**config.mk**
```make
export PLATFORM = sky130hd
export DESIGN_NAME = ccc_top
export DESIGN_NICKNAME = d
export VERILOG_FILES = /design/src/common/ccc_pkg.sv /design/src/logic/ccc_top.sv /design/src/logic/ccc_sync.sv /design/src/logic/ccc_sticky.sv
export VERILOG_INCLUDE_DIRS = /design/src /design/src/common
export SDC_FILE = /design/constraint.sdc
export NUM_CORES = 1
export LEC_CHECK = 0
export ABC_AREA = 1
export BUFFER_PORTS_ARGS = -buffer_cell sky130_fd_sc_hd__buf_2
export CAP_MARGIN = 25
export CORE_MARGIN = 5
export CORE_UTILIZATION = 40
export CTS_BUF_LIST = sky130_fd_sc_hd__clkbuf_16
export DETAILED_ROUTE_END_ITERATION = 6
export PLACE_DENSITY = 0.66
export SYNTH_ARGS = -nofsm -noshare
export SYNTH_HDL_FRONTEND = slang
export SYNTH_HIERARCHICAL = 1
export SYNTH_SLANG_ARGS = --single-unit
```
**constraint.sdc**
```tcl
create_clock -name clk_sys_i -period 2.9 [get_ports clk_sys_i]
set_input_delay 0.29 -clock clk_sys_i [delete_from_list [all_inputs] [get_ports clk_sys_i]]
set_output_delay 0.29 -clock clk_sys_i [all_outputs]
set_load 0.02 [all_outputs]
```
**src/common/ccc_defs.svh**
```systemverilog
// Constants for the clock chip control and status pin logic
`ifndef CCC_DEFS_SVH
`define CCC_DEFS_SVH

// ----------------------------------------------------------------------
// Pin vector bit positions
// ----------------------------------------------------------------------
`define CCC_PIN_HRST    0
`define CCC_PIN_PDN     1
`define CCC_PIN_ODIS    2
`define CCC_PIN_REALIGN 3
`define CCC_PIN_INSEL0  4
`define CCC_PIN_INSEL1  5
`define CCC_PIN_ADDRSEL 6
`define CCC_PIN_STRAP   7
`define CCC_PIN_COUNT   8

// ----------------------------------------------------------------------
// Levels read from each pin when nothing drives it
// ----------------------------------------------------------------------
// Bits 7..0: strap 1, addr/sel 1, in_sel 0 0, realign 1, odis 0, pdn 1, rst 1
`define CCC_PIN_PULL    8'hCB

// ----------------------------------------------------------------------
// Sizes and timing counts
// ----------------------------------------------------------------------
`define CCC_NUM_OUTPUTS     12
`define CCC_NUM_STATUS      8
`define CCC_RESET_HOLD_CYC  4
`define CCC_REF_SEL_RESET   2'h0

`endif

```
**src/common/ccc_pkg.sv**
```systemverilog
// Types shared by the clock chip control and status pin logic
package ccc_pkg;

    // ------------------------------------------------------------------
    // Serial interface mode, taken from the strap
    // ------------------------------------------------------------------
    typedef enum logic {
        CCC_MODE_TWO_WIRE,
        CCC_MODE_FOUR_THREE_WIRE
    } ccc_serial_mode_t;

    // ------------------------------------------------------------------
    // Internal reset sequencer states
    // ------------------------------------------------------------------
    typedef enum logic [1:0] {
        CCC_RST_ACTIVE,
        CCC_RST_STRETCH,
        CCC_RST_RUN
    } ccc_rst_state_t;

endpackage : ccc_pkg

```
**src/logic/ccc_top.sv**
```systemverilog
// Control and status pin logic of a multi-output clock generator
//
// Contract
// - Two-wire mode: shared pin is address LSB
// - Four/three-wire mode: shared pin is low-active select
// - Interrupt goes low on internal status change
// - Power-down low selects low power mode
// - Reset pin performs complete power-on reset
// - Reset forces visible registers to defaults
// - Clock outputs disabled throughout reset
// - Output-disable high turns off every output
// - Lock output high when locked, else low
// - Realign low resets all output dividers
// - Manual mode: input-select pins choose reference
// - Floating pins read their pull levels
// - Strap high two-wire, low four/three-wire
`timescale 1ns/1ps
`default_nettype none
`include "ccc_defs.svh"

module ccc_top #(
    parameter int NOUT       = `CCC_NUM_OUTPUTS,
    parameter int NSTAT      = `CCC_NUM_STATUS,
    parameter int RESET_HOLD = `CCC_RESET_HOLD_CYC
) (
    // Clock and power-up reset
    input  wire logic             clk_sys_i,
    input  wire logic             reset_n_i,
    // Control pins from the host
    input  wire logic             hard_reset_n_i,
    input  wire logic             powerdown_n_i,
    input  wire logic             output_disable_i,
    input  wire logic             divider_realign_n_i,
    input  wire logic [1:0]       in_sel_i,
    input  wire logic             addr_bit0_or_select_n_i,
    input  wire logic             serial_mode_strap_i,
    // Per-pin drive present; a clear bit means the pin floats
    input  wire logic [7:0]       pin_driven_i,
    // Internal configuration and status
    input  wire logic             manual_sel_mode_i,
    input  wire logic [1:0]       reg_ref_select_i,
    input  wire logic [NOUT-1:0]  out_config_en_i,
    input  wire logic             pll_locked_i,
    input  wire logic [NSTAT-1:0] status_event_i,
    input  wire logic [NSTAT-1:0] status_clear_i,
    // Status pins to the host
    output var  logic             irq_n_o,
    output var  logic             lock_indicator_o,
    // Clock output gating and divider control
    output var  logic [NOUT-1:0]  clk_out_enable_o,
    output var  logic             divider_reset_o,
    output var  logic             realign_done_o,
    output var  logic             low_power_o,
    // Reference selection
    output var  logic [1:0]       ref_select_o,
    // Serial interface front end
    output var  logic             serial_two_wire_o,
    output var  logic             bus_addr_lsb_o,
    output var  logic             spi_select_o,
    // Reset fan-out to the register file and core
    output var  logic             regs_default_o,
    output var  logic             reset_active_o,
    // Sticky status flags for readback
    output var  logic [NSTAT-1:0] status_flags_o
);

    import ccc_pkg::*;

    // ------------------------------------------------------------------
    // Pin resolution
    // ------------------------------------------------------------------
    logic [7:0] pin_raw;    // Levels as driven by the host
    logic [7:0] pin_level;  // Levels after internal pulls
    logic [7:0] pin_s;      // Synchronised, filtered levels

    // Gather pins in fixed positions
    always_comb begin
        pin_raw                          = '0;
        pin_raw[`CCC_PIN_HRST]           = hard_reset_n_i;
        pin_raw[`CCC_PIN_PDN]            = powerdown_n_i;
        pin_raw[`CCC_PIN_ODIS]           = output_disable_i;
        pin_raw[`CCC_PIN_REALIGN]        = divider_realign_n_i;
        pin_raw[`CCC_PIN_INSEL0 +: 2]    = in_sel_i;
        pin_raw[`CCC_PIN_ADDRSEL]        = addr_bit0_or_select_n_i;
        pin_raw[`CCC_PIN_STRAP]          = serial_mode_strap_i;
    end

    // An undriven pin takes its pull level
    assign pin_level = (pin_raw & pin_driven_i)
                     | (`CCC_PIN_PULL & ~pin_driven_i);

    // Every pin crosses in; the reset value is the pull level so a
    // floating pin never glitches the core at power-up
    ccc_sync #(
        .W         (`CCC_PIN_COUNT),
        .RESET_VAL (`CCC_PIN_PULL)
    ) u_pin_sync (
        .clk_sys_i (clk_sys_i),
        .reset_n_i (reset_n_i),
        .pin_i     (pin_level),
        .sync_o    (pin_s)
    );

    // Named views of the filtered pins
    logic       hard_reset_n_s;  // Host reset request, low active
    logic       powerdown_n_s;   // Power-down, low active
    logic       output_dis_s;    // Output disable, high active
    logic       realign_n_s;     // Divider realign, low active
    logic [1:0] in_sel_s;        // Manual reference choice
    logic       addr_sel_s;      // Shared address bit or select
    logic       strap_s;         // Serial mode strap

    assign hard_reset_n_s = pin_s[`CCC_PIN_HRST];
    assign powerdown_n_s  = pin_s[`CCC_PIN_PDN];
    assign output_dis_s   = pin_s[`CCC_PIN_ODIS];
    assign realign_n_s    = pin_s[`CCC_PIN_REALIGN];
    assign in_sel_s       = pin_s[`CCC_PIN_INSEL0 +: 2];
    assign addr_sel_s     = pin_s[`CCC_PIN_ADDRSEL];
    assign strap_s        = pin_s[`CCC_PIN_STRAP];

    // ------------------------------------------------------------------
    // Reset sequencer
    // ------------------------------------------------------------------
    ccc_rst_state_t rst_state_q;  // Sequencer state
    logic [3:0]     hold_cnt_q;   // Cycles spent stretching
    logic           reset_active_q;

    // The pin acts through the synchroniser, so a pulse shorter than
    // a few clocks is filtered out; that is the price of clean release
    always_ff @(posedge clk_sys_i or negedge reset_n_i) begin
        if (!reset_n_i) begin
            rst_state_q <= CCC_RST_ACTIVE;
            hold_cnt_q  <= 4'h0;
        end else if (!hard_reset_n_s) begin
            rst_state_q <= CCC_RST_ACTIVE;
            hold_cnt_q  <= 4'h0;
        end else begin
            unique case (rst_state_q)
                CCC_RST_ACTIVE: begin
                    rst_state_q <= CCC_RST_STRETCH;
                    hold_cnt_q  <= 4'h0;
                end
                CCC_RST_STRETCH: begin
                    // Hold a few cycles so the strap settles
                    if (hold_cnt_q == 4'(RESET_HOLD - 1)) begin
                        rst_state_q <= CCC_RST_RUN;
                    end else begin
                        hold_cnt_q <= hold_cnt_q + 4'h1;
                    end
                end
                CCC_RST_RUN: begin
                    rst_state_q <= CCC_RST_RUN;
                end
            endcase
        end
    end

    // Registered flag for everything the reset must hold off
    always_ff @(posedge clk_sys_i or negedge reset_n_i) begin
        if (!reset_n_i) begin
            reset_active_q <= 1'b1;
        end else begin
            reset_active_q <= !hard_reset_n_s
                           || (rst_state_q != CCC_RST_RUN);
        end
    end

    // Register file clears to defaults while this stands
    assign regs_default_o = reset_active_q;
    assign reset_active_o = reset_active_q;

    // ------------------------------------------------------------------
    // Serial mode strap and shared pin
    // ------------------------------------------------------------------
    ccc_serial_mode_t mode_q;  // Mode frozen at reset release
    logic addr_lsb_q;          // Address LSB in two-wire mode
    logic spi_sel_q;           // Select asserted, four/three-wire

    // Strap is sampled by the clock on every reset cycle, so the
    // value seen just before release is the one that sticks
    always_ff @(posedge clk_sys_i or negedge reset_n_i) begin
        if (!reset_n_i) begin
            mode_q <= CCC_MODE_TWO_WIRE;
        end else if (reset_active_q) begin
            mode_q <= strap_s ? CCC_MODE_TWO_WIRE
                              : CCC_MODE_FOUR_THREE_WIRE;
        end
    end

    // Shared pin meaning depends on the mode
    always_ff @(posedge clk_sys_i or negedge reset_n_i) begin
        if (!reset_n_i) begin
            addr_lsb_q <= 1'b0;
            spi_sel_q  <= 1'b0;
        end else if (mode_q == CCC_MODE_TWO_WIRE) begin
            addr_lsb_q <= addr_sel_s;
            spi_sel_q  <= 1'b0;
        end else begin
            addr_lsb_q <= 1'b0;
            spi_sel_q  <= !addr_sel_s && !reset_active_q;
        end
    end

    assign serial_two_wire_o = (mode_q == CCC_MODE_TWO_WIRE);
    assign bus_addr_lsb_o    = addr_lsb_q;
    assign spi_select_o      = spi_sel_q;

    // ------------------------------------------------------------------
    // Power, output gating and divider realign
    // ------------------------------------------------------------------
    logic            low_power_q;   // Low power mode
    logic [NOUT-1:0] out_en_q;      // Per-output enable
    logic            div_reset_q;   // Divider reset level
    logic            realign_q;     // One-cycle release pulse

    // Power-down follows the pin level
    always_ff @(posedge clk_sys_i or negedge reset_n_i) begin
        if (!reset_n_i) begin
            low_power_q <= 1'b0;
        end else begin
            low_power_q <= !powerdown_n_s;
        end
    end

    // One gate per clock output
    genvar g;
    for (g = 0; g < NOUT; g++) begin : g_out
        always_ff @(posedge clk_sys_i or negedge reset_n_i) begin
            if (!reset_n_i) begin
                out_en_q[g] <= 1'b0;
            end else if (reset_active_q || rst_state_q != CCC_RST_RUN) begin
                out_en_q[g] <= 1'b0;
            end else if (output_dis_s) begin
                out_en_q[g] <= 1'b0;
            end else begin
                out_en_q[g] <= out_config_en_i[g] && powerdown_n_s;
            end
        end
    end

    // Dividers held while realign is low or the device is in reset
    always_ff @(posedge clk_sys_i or negedge reset_n_i) begin
        if (!reset_n_i) begin
            div_reset_q <= 1'b1;
            realign_q   <= 1'b0;
        end else begin
            div_reset_q <= !realign_n_s || reset_active_q;
            realign_q   <= div_reset_q && realign_n_s
                        && !reset_active_q;
        end
    end

    assign low_power_o      = low_power_q;
    assign clk_out_enable_o = out_en_q;
    assign divider_reset_o  = div_reset_q;
    assign realign_done_o   = realign_q;

    // ------------------------------------------------------------------
    // Reference selection and lock status
    // ------------------------------------------------------------------
    logic [1:0] ref_sel_q;  // Chosen reference input
    logic       lock_q;     // Lock indicator

    // Pins rule in manual mode, the register otherwise
    always_ff @(posedge clk_sys_i or negedge reset_n_i) begin
        if (!reset_n_i) begin
            ref_sel_q <= `CCC_REF_SEL_RESET;
        end else if (reset_active_q) begin
            ref_sel_q <= `CCC_REF_SEL_RESET;
        end else if (manual_sel_mode_i) begin
            ref_sel_q <= in_sel_s;
        end else begin
            ref_sel_q <= reg_ref_select_i;
        end
    end

    // Reported as unlocked during reset
    always_ff @(posedge clk_sys_i or negedge reset_n_i) begin
        if (!reset_n_i) begin
            lock_q <= 1'b0;
        end else begin
            lock_q <= pll_locked_i && !reset_active_q;
        end
    end

    assign ref_select_o     = ref_sel_q;
    assign lock_indicator_o = lock_q;

    // ------------------------------------------------------------------
    // Sticky status and interrupt
    // ------------------------------------------------------------------
    ccc_sticky #(
        .N         (NSTAT)
    ) u_sticky (
        .clk_sys_i (clk_sys_i),
        .reset_n_i (reset_n_i),
        .flush_i   (reset_active_q),
        .event_i   (status_event_i),
        .clear_i   (status_clear_i),
        .flags_o   (status_flags_o),
        .irq_n_o   (irq_n_o)
    );
endmodule // ccc_top
`default_nettype wire

```
**src/logic/ccc_sync.sv**
```systemverilog
// Three-stage pin synchroniser with agreement filter
`timescale 1ns/1ps
`default_nettype none

module ccc_sync #(
    parameter int         W         = 1,
    parameter logic [W-1:0] RESET_VAL = '0
) (
    // Clock and reset
    input  wire logic         clk_sys_i,
    input  wire logic         reset_n_i,
    // Asynchronous pin levels
    input  wire logic [W-1:0] pin_i,
    // Filtered levels on clk_sys_i
    output var  logic [W-1:0] sync_o
);

    // ------------------------------------------------------------------
    // One chain per bit
    // ------------------------------------------------------------------
    genvar g;
    for (g = 0; g < W; g++) begin : g_bit
        logic ff1_q;  // Metastable stage, read only by ff2
        logic ff2_q;  // Second stage
        logic ff3_q;  // Third stage
        logic out_q;  // Accepted level

        // Shift chain; first stage feeds nothing but the second
        always_ff @(posedge clk_sys_i or negedge reset_n_i) begin
            if (!reset_n_i) begin
                ff1_q <= RESET_VAL[g];
                ff2_q <= RESET_VAL[g];
                ff3_q <= RESET_VAL[g];
            end else begin
                ff1_q <= pin_i[g];
                ff2_q <= ff1_q;
                ff3_q <= ff2_q;
            end
        end

        // A change counts only once stages two and three agree
        always_ff @(posedge clk_sys_i or negedge reset_n_i) begin
            if (!reset_n_i) begin
                out_q <= RESET_VAL[g];
            end else if (ff2_q == ff3_q) begin
                out_q <= ff3_q;
            end
        end

        assign sync_o[g] = out_q;
    end

endmodule // ccc_sync
`default_nettype wire

```
**src/logic/ccc_sticky.sv**
```systemverilog
// Sticky status flags and the active-low interrupt they raise
`timescale 1ns/1ps
`default_nettype none

module ccc_sticky #(
    parameter int N = 8
) (
    // Clock and reset
    input  wire logic         clk_sys_i,
    input  wire logic         reset_n_i,
    // Synchronous flush while the device is held in reset
    input  wire logic         flush_i,
    // Status change events and software clears
    input  wire logic [N-1:0] event_i,
    input  wire logic [N-1:0] clear_i,
    // Flag state and interrupt
    output var  logic [N-1:0] flags_o,
    output var  logic         irq_n_o
);

    logic [N-1:0] flags_q;  // Sticky flags
    logic [N-1:0] flags_d;  // Next flag value
    logic         irq_n_q;  // Registered interrupt, low active

    // Set beats clear so an event in the clear cycle survives
    always_comb begin
        if (flush_i) begin
            flags_d = '0;
        end else begin
            flags_d = (flags_q & ~clear_i) | event_i;
        end
    end

    // Flag storage
    always_ff @(posedge clk_sys_i or negedge reset_n_i) begin
        if (!reset_n_i) begin
            flags_q <= '0;
        end else begin
            flags_q <= flags_d;
        end
    end

    // Interrupt low while any flag stands
    always_ff @(posedge clk_sys_i or negedge reset_n_i) begin
        if (!reset_n_i) begin
            irq_n_q <= 1'b1;
        end else begin
            irq_n_q <= ~(|flags_d);
        end
    end

    assign flags_o = flags_q;
    assign irq_n_o = irq_n_q;

endmodule // ccc_sticky
`default_nettype wire

```
==> results of run 1 <==
==> report_power, final <==
part | total, W | switching, W | internal (W)
clock | 0.00110 | 0.000363 | 0.000739
combinational | 0.000582 | 0.000368 | 0.000214
sequential | 0.00122 | 0.0000954 | 0.00112
total | 0.00290 | 0.000826 | 0.00208
==> per-layer routing <==
metal | up-vias | track usage, %
met5 | - | 0
met4 | 0 | 4.46
li1 | 901 | -
met1 | 793 | 12.9
met3 | 4 | 5.82
met2 | 67 | 18.2
==> registers in the layout, indices dropped and copies added, names as in the netlist, 2 cells and up <==
| signal | count |
|---|---|
| u_sticky/flags_o | 8 |
| clk_out_enable_o | 12 |
| u_pin_sync/g_bit.out_q | 8 |
| ref_select_o | 2 |
| rst_state_q | 2 |
| u_pin_sync/g_bit.ff2_q | 8 |
| hold_cnt_q | 4 |
| u_pin_sync/g_bit.ff3_q | 8 |
| u_pin_sync/g_bit.ff1_q | 8 |
==> worst register-to-register path, delay by kind of cell, from the launching register on <==
kind          cells  cell delay (ns)
flops             1             0.70
simple gates      2             0.58
buf+inv           1             0.11
==> synthesized netlist by cell type <==
cell	instances
xnor2_1	1
nor2_2	3
a21oi_1	12
nor2_1	19
or2_4	1
buf_6	2
inv_1	41
ha_1	4
nand2_2	2
o21ai_1	2
and2_1	1
nand2_1	39
a21oi_2	4
o21bai_1	1
nor3b_2	10
nand2_4	1
dfrtp_1	46
clkinv_1	2
nand4_1	4
nand3_1	7
buf_4	10
dfstp_2	23
o21ai_0	5
nor3b_1	2
inv_2	2
==> cells by family (layout without fill, tap and decap cells) <==
| family | Yosys count | count (layout) | share of synthesized area (%) |
|---|---|---|---|
| AO/OA/AOI/OAI | 24 | 24 | 5.11 |
| XOR/XNOR | 1 | 1 | 0.325 |
| adder cells (fa/ha/maj) | 4 | 4 | 1.86 |
| AND/OR/NAND/NOR | 89 | 89 | 17.6 |
| flip-flops | 69 | 69 | 65.2 |
| buffers and inverters | 57 | 143 | 9.89 |
==> through the flow <==
step	total power [W]	area, um^2	std cells
after floorplan	0.00165	2690	244
after global placement	0.00181	3110	394
after detailed placement	0.00182	3110	394
after CTS	0.00295	3420	410
after global routing	0.00307	3420	410
final	0.00290	3420	410
==> area by class of cell <==
cell class,count,area [um^2],area share [%]
clock buffer,9,225,6.59
tap,80,100,2.93
sequential,69,1760,51.4
multi-input combinational,118,672,19.7
clock inverter,7,82.6,2.42
inverter,45,169,4.94
timing repair buffer,82,413,12.1
==> worst max path at each step <==
stage	end	startpoint
3_5_place_dp	clk_out_enable_o[10]	regs_default_o
3_3_place_gp	clk_out_enable_o[10]	regs_default_o
2_1_floorplan	clk_out_enable_o[0]	u_pin_sync/g_bit[1].out_q
4_1_cts	clk_out_enable_o[10]	regs_default_o
5_1_grt	clk_out_enable_o[10]	regs_default_o
6_report	clk_out_enable_o[10]	regs_default_o
==> metrics.cfg, run 1 <==
[timing]
fin_tns_setup_ns=0
tightest_slew_ns=0.819
setup_viol=0
hold_viol_final=0
drv_slew=0
finalCriticalPeriod_ns=1.54
period_share_pct=53.0
hold_slack_ns=0.0867
rsz0062_at_grt=no
fin_worst_skew_ns=0.00335
max_slew_margin_pct=45.4
setup_slack_ns=1.36
fmax_mhz=651

[floorplan]
core_area_um2=6680
die_h_um=92.1
io_pins=82
die-area_um2=8480
start_util_pct=40.3
rows=30
die_width_um=92.1

[worst_hold_path]
holdPathStages=2
hold_end=u_pin_sync/g_bit[3].ff1_q
min_path_type=in -> reg
min-delay-start=pin_driven_i[3]

[synth]
synth_cell_types=25
yosysTopAreaCell=dfrtp_1
avgSynthCellArea_um2=11.0
syn_inst=244
synth_top_area_share_pct=42.7
ys_seq_elements=69
ys_seq_area_share_pct=65.2
synth_warnings=6
synthesis.nets=298
yosys-top-cells-area=dfrtp_1 (43%), dfstp_2 (22%), inv_1 (5.7%)
synth_area_um2=2690

[drt]
wl_met3_um=469
drt-pass1-iter-count=4
antenna_left=0
route.detailed.drc=0
vias=1765
wl_mm=4.49
top_layer=met4
wl_per_cell_um=11.0
wl_met1_mm=1.96
wl_met2_mm=2.02
avgViaCountPerCell=4.30
drt_iter0_markers=66

[cts]
clock-sinks=69
path_clk_slew_ns=0.05
cts_tree=done
max-clock-path-buffers=2
ctsHoldBuffers=0
cts_buffers=9
post_cts_resize_count=0
post-cts-setup-buffers=0
worstSkewPairLatency_ns=0.32
cts_root_buffer=clkbuf_16
htreeDepth=3

[placement]
io_buffers=81
pre_cts_slack_ns=1.33
gp_congestion=0.707
dp_hpwl_mm=3.24

[cells_and_area]
final_common_cell=buf_2
fill_cells=634
nets=379
mostFrequentLayoutCells=buf_2 (81), dfrtp_1 (46), inv_1 (43)
areaGrowthSynthToFinish_pct=26.8
drive_gt1_share_pct=42.4
fin_util_pct=51.1
antenna_cells=0

[worst_setup_path]
rr_startpoint=regs_default_o
crit_chain=inv_2, nand2_1, nor3b_1
worstSetupStartpointType=register
path_delay_family=flip-flops
worstSetupPathType=reg -> reg
worstPathArrival_ns=1.71
ff2ff_path_depth=3
cp_slowest_cell=dfstp_2
slowest_delay_ns=0.70
cp-end-kind=register
worstPathRequired_ns=3.08
cp_num_buf_inv=1
cp.depth=3
worstPathMaxFanout=13
worstReg2RegEnd=clk_out_enable_o[10]
r2r_slack_ns=1.36

[global_routing]
grt_pass1_vias=1795
grt_start_max_net_pins=70
grt-ovfl-total=0
grt_usage_pct=11.4
grt_pass1_wl_mm=7.61
grt_antenna_before_repair=0

[status]
status=complete, no violations

[power]
p_leak_nw=1.88
cellPowerDensity_nw_per_um2=849
vdd_drop_max_v=0.000342

[job]
max-cap-violations=0

(Power assumes the default switching activity.)
==> run 2, diff against run 1 <==
--- a/config.mk
+++ b/config.mk
@@ -13,7 +13,7 @@
 export CORE_UTILIZATION = 40
 export CTS_BUF_LIST = sky130_fd_sc_hd__clkbuf_16
 export DETAILED_ROUTE_END_ITERATION = 6
-export PLACE_DENSITY = 0.66
+export PLACE_DENSITY = 0.68
 export SYNTH_ARGS = -nofsm -noshare
 export SYNTH_HDL_FRONTEND = slang
 export SYNTH_HIERARCHICAL = 1
==> constraint.sdc (replaced) <==
create_clock -name clk_sys_i -period 1.39 [get_ports clk_sys_i]
set_input_delay 0.139 -clock clk_sys_i [delete_from_list [all_inputs] [get_ports clk_sys_i]]
set_output_delay 0.139 -clock clk_sys_i [all_outputs]
set_load 0.02 [all_outputs]
==> metrics.cfg, run 2 (synthesized netlist as in run 1, its figures left out) <==
[worst_setup_path]
cp-end-kind=output port
worstPathMaxFanout=8  ; -5
worstPathArrival_ns=1.17  ; -0.54 ns
worstPathRequired_ns=1.25  ; -1.83 ns
worstSetupStartpointType=register
worstSetupPathType=reg -> out

[drt]
drt-pass1-iter-count=4  ; unchanged
wl_per_cell_um=11.5  ; +4.6%
wl_met2_mm=2.33  ; +15%
wl_met3_um=389  ; -17%
route.detailed.drc=0  ; unchanged
wl_met1_mm=2.09  ; +6.9%
antenna_left=0  ; unchanged
vias=1897  ; +7.5%
drt_iter0_markers=57  ; -14%
avgViaCountPerCell=4.42  ; +2.7%
wl_mm=4.91  ; +9.4%
top_layer=met4

[placement]
dp_hpwl_mm=3.42  ; +5.5%
io_buffers=81  ; unchanged
placed_area_um2=3140  ; +0.89%
pre_cts_slack_ns=0.159  ; -1.17 ns
gp_congestion=0.858  ; +21%

[timing]
fin_worst_skew_ns=0.00478  ; +0.00143 ns
hold_viol_final=0  ; unchanged
rsz0062_at_grt=no
finalCriticalPeriod_ns=1.31
max_slew_margin_pct=76.3  ; +31 points
setup_slack_ns=0.0825  ; -1.28 ns
fmax_mhz=765
fin_tns_setup_ns=0  ; unchanged
hold_slack_ns=0.00915  ; -0.0776 ns
period_share_pct=94.1
drv_slew=0  ; unchanged
setup_viol=0  ; unchanged
tightest_slew_ns=0.355  ; -0.464 ns

[status]
status=complete, no violations

[power]
cellPowerDensity_nw_per_um2=1720  ; +100%
power.internal_w=0.00444  ; +110%
total_power_w=0.00625  ; +120%
power.share.switching_pct=29.0  ; +0.55 points
vdd_drop_max_v=0.00108  ; +210%
p_comb_share_pct=21.8  ; +1.7 points
switching_power_w=0.00182  ; +120%
power.share.clock_pct=38.4  ; +0.4 points
p_leak_nw=1.95  ; +3.9%
power_frac_seq_pct=39.8  ; -2.2 points

[floorplan]
die_h_um=92.1  ; unchanged
core_area_um2=6680  ; unchanged
rows=30  ; unchanged
die-area_um2=8480  ; unchanged
die_width_um=92.1  ; unchanged
start_util_pct=40.3  ; unchanged
io_pins=82  ; unchanged

[cts]
path_clk_slew_ns=0.06  ; about the same
worstSkewPairLatency_ns=0.32  ; about the same
cts_buffers=9  ; unchanged
clock-sinks=69  ; unchanged
htreeDepth=3  ; unchanged
max-clock-path-buffers=2  ; unchanged
cts_tree=done
post_cts_resize_count=0  ; unchanged
cts_root_buffer=clkbuf_16

[global_routing]
grt-ovfl-total=0  ; unchanged
grt_antenna_before_repair=0  ; unchanged
grt_usage_pct=12.9  ; +1.5 points
grt_start_max_net_pins=70  ; unchanged
grt_pass1_wl_mm=8.63  ; +13%
grt_pass1_vias=2046  ; +14%

[cells_and_area]
mostFrequentLayoutCells=buf_2 (81), dfrtp_1 (46), inv_1 (41)
final_common_cell=buf_2
areaGrowthSynthToFinish_pct=34.6
largest_register_ffs=12  ; unchanged
drive_gt1_share_pct=42.1  ; -0.30 points
nets=398  ; +5.0%
final_cell_area_um2=3630  ; +6.2%
antenna_cells=0  ; unchanged

[worst_hold_path]
min_path_type=in -> reg

[job]
max-cap-violations=0  ; unchanged

-- run 2: worst max-delay path, cell delays in order (launching register included) --
cell,delay [ns]
dfstp_2,0.52
buf_4,0.15
buf_2,0.17
-- run 2: final timing paths --
| check | startpoint | end | slack (ns) | cells past startpoint |
|---|---|---|---|---|
| worst max register to register | rst_state_q[1] | rst_state_q[1] | 0.17 | 7 |
| worst min register to register | u_pin_sync/g_bit[2].ff1_q | u_pin_sync/g_bit[2].ff2_q | 0.35 | 0 |
| worst max-delay path | regs_default_o | regs_default_o | 0.08 | 2 |
| worst min-delay path | in_sel_i[0] | u_pin_sync/g_bit[4].ff1_q | 0.009 | 3 |
| max in group asynchronous | reset_n_i | u_pin_sync/g_bit[7].ff1_q | 0.69 | 3 |
| min in group asynchronous | reset_n_i | u_pin_sync/g_bit[2].ff1_q | 0.37 | 3 |
-- run 2: per-layer routing --
layer | vias up | track usage [%]
li1 | 942 | -
met1 | 877 | 14.5
met2 | 69 | 21.8
met3 | 9 | 4.27
met4 | 0 | 6.68
met5 | - | 0
-- run 2: area by class of cell --
class | count | area, um^2
clock buffer | 9 | 225
multi-input combinational | 118 | 672
inverter | 45 | 169
clock inverter | 7 | 97.6
sequential | 69 | 1760
tap | 80 | 100
fill | 583 | 3050
timing repair buffer | 101 | 608
-- run 2: power by group through the flow --
| stage | clock network, W | logic (W) | registers (W) |
|---|---|---|---|
| after global routing | 0.00257 | 0.00153 | 0.00253 |
| after detailed placement | 0 | 0.00131 | 0.00254 |
| final | 0.00240 | 0.00136 | 0.00249 |
| after floorplan | 0 | 0.000707 | 0.00273 |
| after global placement | 0 | 0.00127 | 0.00254 |
| after CTS | 0.00248 | 0.00138 | 0.00249 |
-- run 2: repair_timing --
item | 4_1_cts | 5_1_grt
setup buffers | 1 | 0
setup endpoints to repair | 2 | 0
hold endpoints to repair | 54 | 0
hold buffers | 16 | 0
-- run 2: per-stage QoR --
step                utilization (%)  std cells
floorplan                         -        244
global placement               46.9        396
detailed placement             46.9        396
CTS                            54.3        429
global route                   54.3        429
finish                         54.3        429
==> run 3, diff against run 2 <==
--- a/config.mk
+++ b/config.mk
@@ -13,7 +13,6 @@
 export CORE_UTILIZATION = 40
 export CTS_BUF_LIST = sky130_fd_sc_hd__clkbuf_16
 export DETAILED_ROUTE_END_ITERATION = 6
-export PLACE_DENSITY = 0.68
 export SYNTH_ARGS = -nofsm -noshare
 export SYNTH_HDL_FRONTEND = slang
 export SYNTH_HIERARCHICAL = 1
==> constraint.sdc (replaced) <==
create_clock -name clk_sys_i -period 1.52 [get_ports clk_sys_i]
set_input_delay 0.152 -clock clk_sys_i [delete_from_list [all_inputs] [get_ports clk_sys_i]]
set_output_delay 0.152 -clock clk_sys_i [all_outputs]
set_load 0.02 [all_outputs]
==> metrics.cfg, run 3 (synthesized netlist as in run 1, its figures left out) <==
[timing]
finalCriticalPeriod_ns=1.40
drv_slew=0  ; unchanged
fin_tns_setup_ns=0  ; unchanged
fin_worst_skew_ns=0.00433  ; -0.000450 ns
fmax_mhz=713
hold_viol_final=0  ; unchanged
rsz0062_at_grt=no
setup_viol=0  ; unchanged
period_share_pct=92.3
setup_slack_ns=0.117  ; +0.0349 ns
max_slew_margin_pct=59.8  ; -17 points
tightest_slew_ns=0.602  ; +0.247 ns

[cts]
worstSkewPairLatency_ns=0.32  ; about the same
path_clk_slew_ns=0.05  ; about the same
post_cts_resize_count=0  ; unchanged
cts_root_buffer=clkbuf_16
clock-sinks=69  ; unchanged
cts_buffers=9  ; unchanged
post-cts-setup-buffers=0  ; -1
max-clock-path-buffers=2  ; unchanged
htreeDepth=3  ; unchanged
cts_tree=done

[worst_setup_path]
worstSetupStartpointType=register
worstPathArrival_ns=1.63  ; +0.46 ns
cp-end-kind=register
path_delay_family=simple AND/OR/NAND/NOR gates
cp_slowest_cell=dfrtp_1
r2r_slack_ns=0.12  ; -0.05 ns
crit_chain=inv_1, ha_1, nand2_1, nor3b_1
worstPathMaxFanout=12  ; +4
cp_num_buf_inv=1  ; -1
ff2ff_path_depth=4  ; -3
slowest_delay_ns=0.38  ; -0.14 ns
worstSetupPathType=reg -> reg
rr_startpoint=rst_state_q[0]
worstPathRequired_ns=1.75  ; +0.50 ns
worstReg2RegEnd=clk_out_enable_o[10]

[global_routing]
grt_pass1_wl_mm=8.03  ; -6.9%
grt_usage_pct=11.9  ; -1.0 points
grt_start_max_net_pins=70  ; unchanged
grt-ovfl-total=0  ; unchanged
grt_pass1_vias=1913  ; -6.5%
grt_antenna_before_repair=0  ; unchanged

[drt]
drt_iter0_markers=80  ; +40%
drt-pass1-iter-count=4  ; unchanged
wl_mm=4.58  ; -6.8%
route.detailed.drc=0  ; unchanged
antenna_left=0  ; unchanged
avgViaCountPerCell=4.41  ; -0.31%
wl_per_cell_um=10.9  ; -4.6%
vias=1847  ; -2.6%

[cells_and_area]
final_common_cell=buf_2
mostFrequentLayoutCells=buf_2 (81), dfrtp_1 (46), inv_1 (44)
drive_gt1_share_pct=41.0  ; -1.1 points
multi_input_area_um2=672  ; unchanged
seq_area_um2=1760  ; unchanged
largest_register_ffs=12  ; unchanged
fin_util_pct=51.8  ; -2.5 points
final_cell_area_um2=3460  ; -4.6%
antenna_cells=0  ; unchanged
areaGrowthSynthToFinish_pct=28.5
fill_cells=625  ; +7.2%
nets=388  ; -2.5%

[placement]
placed_area_um2=3130  ; -0.24%
gp_congestion=0.779  ; -9.2%
io_buffers=81  ; unchanged
dp_hpwl_mm=3.17  ; -7.3%
pre_cts_slack_ns=0.111  ; -0.0481 ns

[worst_hold_path]
min-delay-start=powerdown_n_i
holdPathStages=3  ; unchanged
hold_end=u_pin_sync/g_bit[1].ff1_q
min_path_type=in -> reg

[floorplan]
rows=30  ; unchanged
die_h_um=92.1  ; unchanged
core_area_um2=6680  ; unchanged
start_util_pct=40.3  ; unchanged
io_pins=82  ; unchanged
die-area_um2=8480  ; unchanged
die_width_um=92.1  ; unchanged

[power]
cellPowerDensity_nw_per_um2=1500  ; -13%
p_leak_nw=1.90  ; -2.7%
vdd_drop_max_v=0.000699  ; -35%

[job]
max-cap-violations=0  ; unchanged

[status]
status=complete, no violations

run 3: how the worst max path moves through the flow:
stage | from | endpoint | depth (start not counted)
2_1_floorplan | u_pin_sync/g_bit[1].out_q | clk_out_enable_o[0] | 5
3_3_place_gp | rst_state_q[0] | clk_out_enable_o[11] | 4
3_5_place_dp | rst_state_q[0] | clk_out_enable_o[10] | 4
4_1_cts | rst_state_q[0] | clk_out_enable_o[10] | 4
5_1_grt | rst_state_q[0] | clk_out_enable_o[10] | 4
6_report | rst_state_q[0] | clk_out_enable_o[10] | 4
run 3: layout make-up:
type                    instances  area share (%)
clock buffers                   9            6.51
clock inverters                 7           0.795
inverters                      45            4.88
multi-input cells             118            19.4
flip-flops and latches         69            50.7
well taps                      80            2.89
repair buffers                 91            14.8
run 3: worst reg2reg max path: stages, from the launching register on:
cell and delay [ns]:
dfrtp_1 0.38, inv_1 0.10, ha_1 0.17, nand2_1 0.36, nor3b_1 0.31
run 3: power breakdown:
group          internal, W  switching (W)  total (W)
logic             0.000442       0.000744    0.00119
clock network      0.00106       0.000668    0.00173
registers          0.00214       0.000142    0.00228
total              0.00364        0.00155    0.00520
run 3: per-stage QoR:
step | total power [W] | std cells | hold slack (ns)
after floorplan | 0.00314 | 244 | -0.144
after global placement | 0.00348 | 395 | 0.201
after detailed placement | 0.00350 | 395 | 0.204
after CTS | 0.00529 | 419 | 0.000383
after global routing | 0.00556 | 419 | 0.0132
final | 0.00520 | 419 | 0.0131
run 3: layer usage:
| metal | global-route usage, % | wire length, um | share of wire, % |
|---|---|---|---|
| met2 | 18.6 | 2110 | 46 |
| met5 | 0 | 0 | 0 |
| met1 | 14.5 | 2010 | 44 |
| met3 | 5.17 | 413 | 9.0 |
| met4 | 4.83 | 53 | 1.2 |
run 3: what timing repair did:
item,in CTS,in global routing
endpoints found under the hold margin,51,0
setup endpoints to repair,0,0
hold buffers,8,0
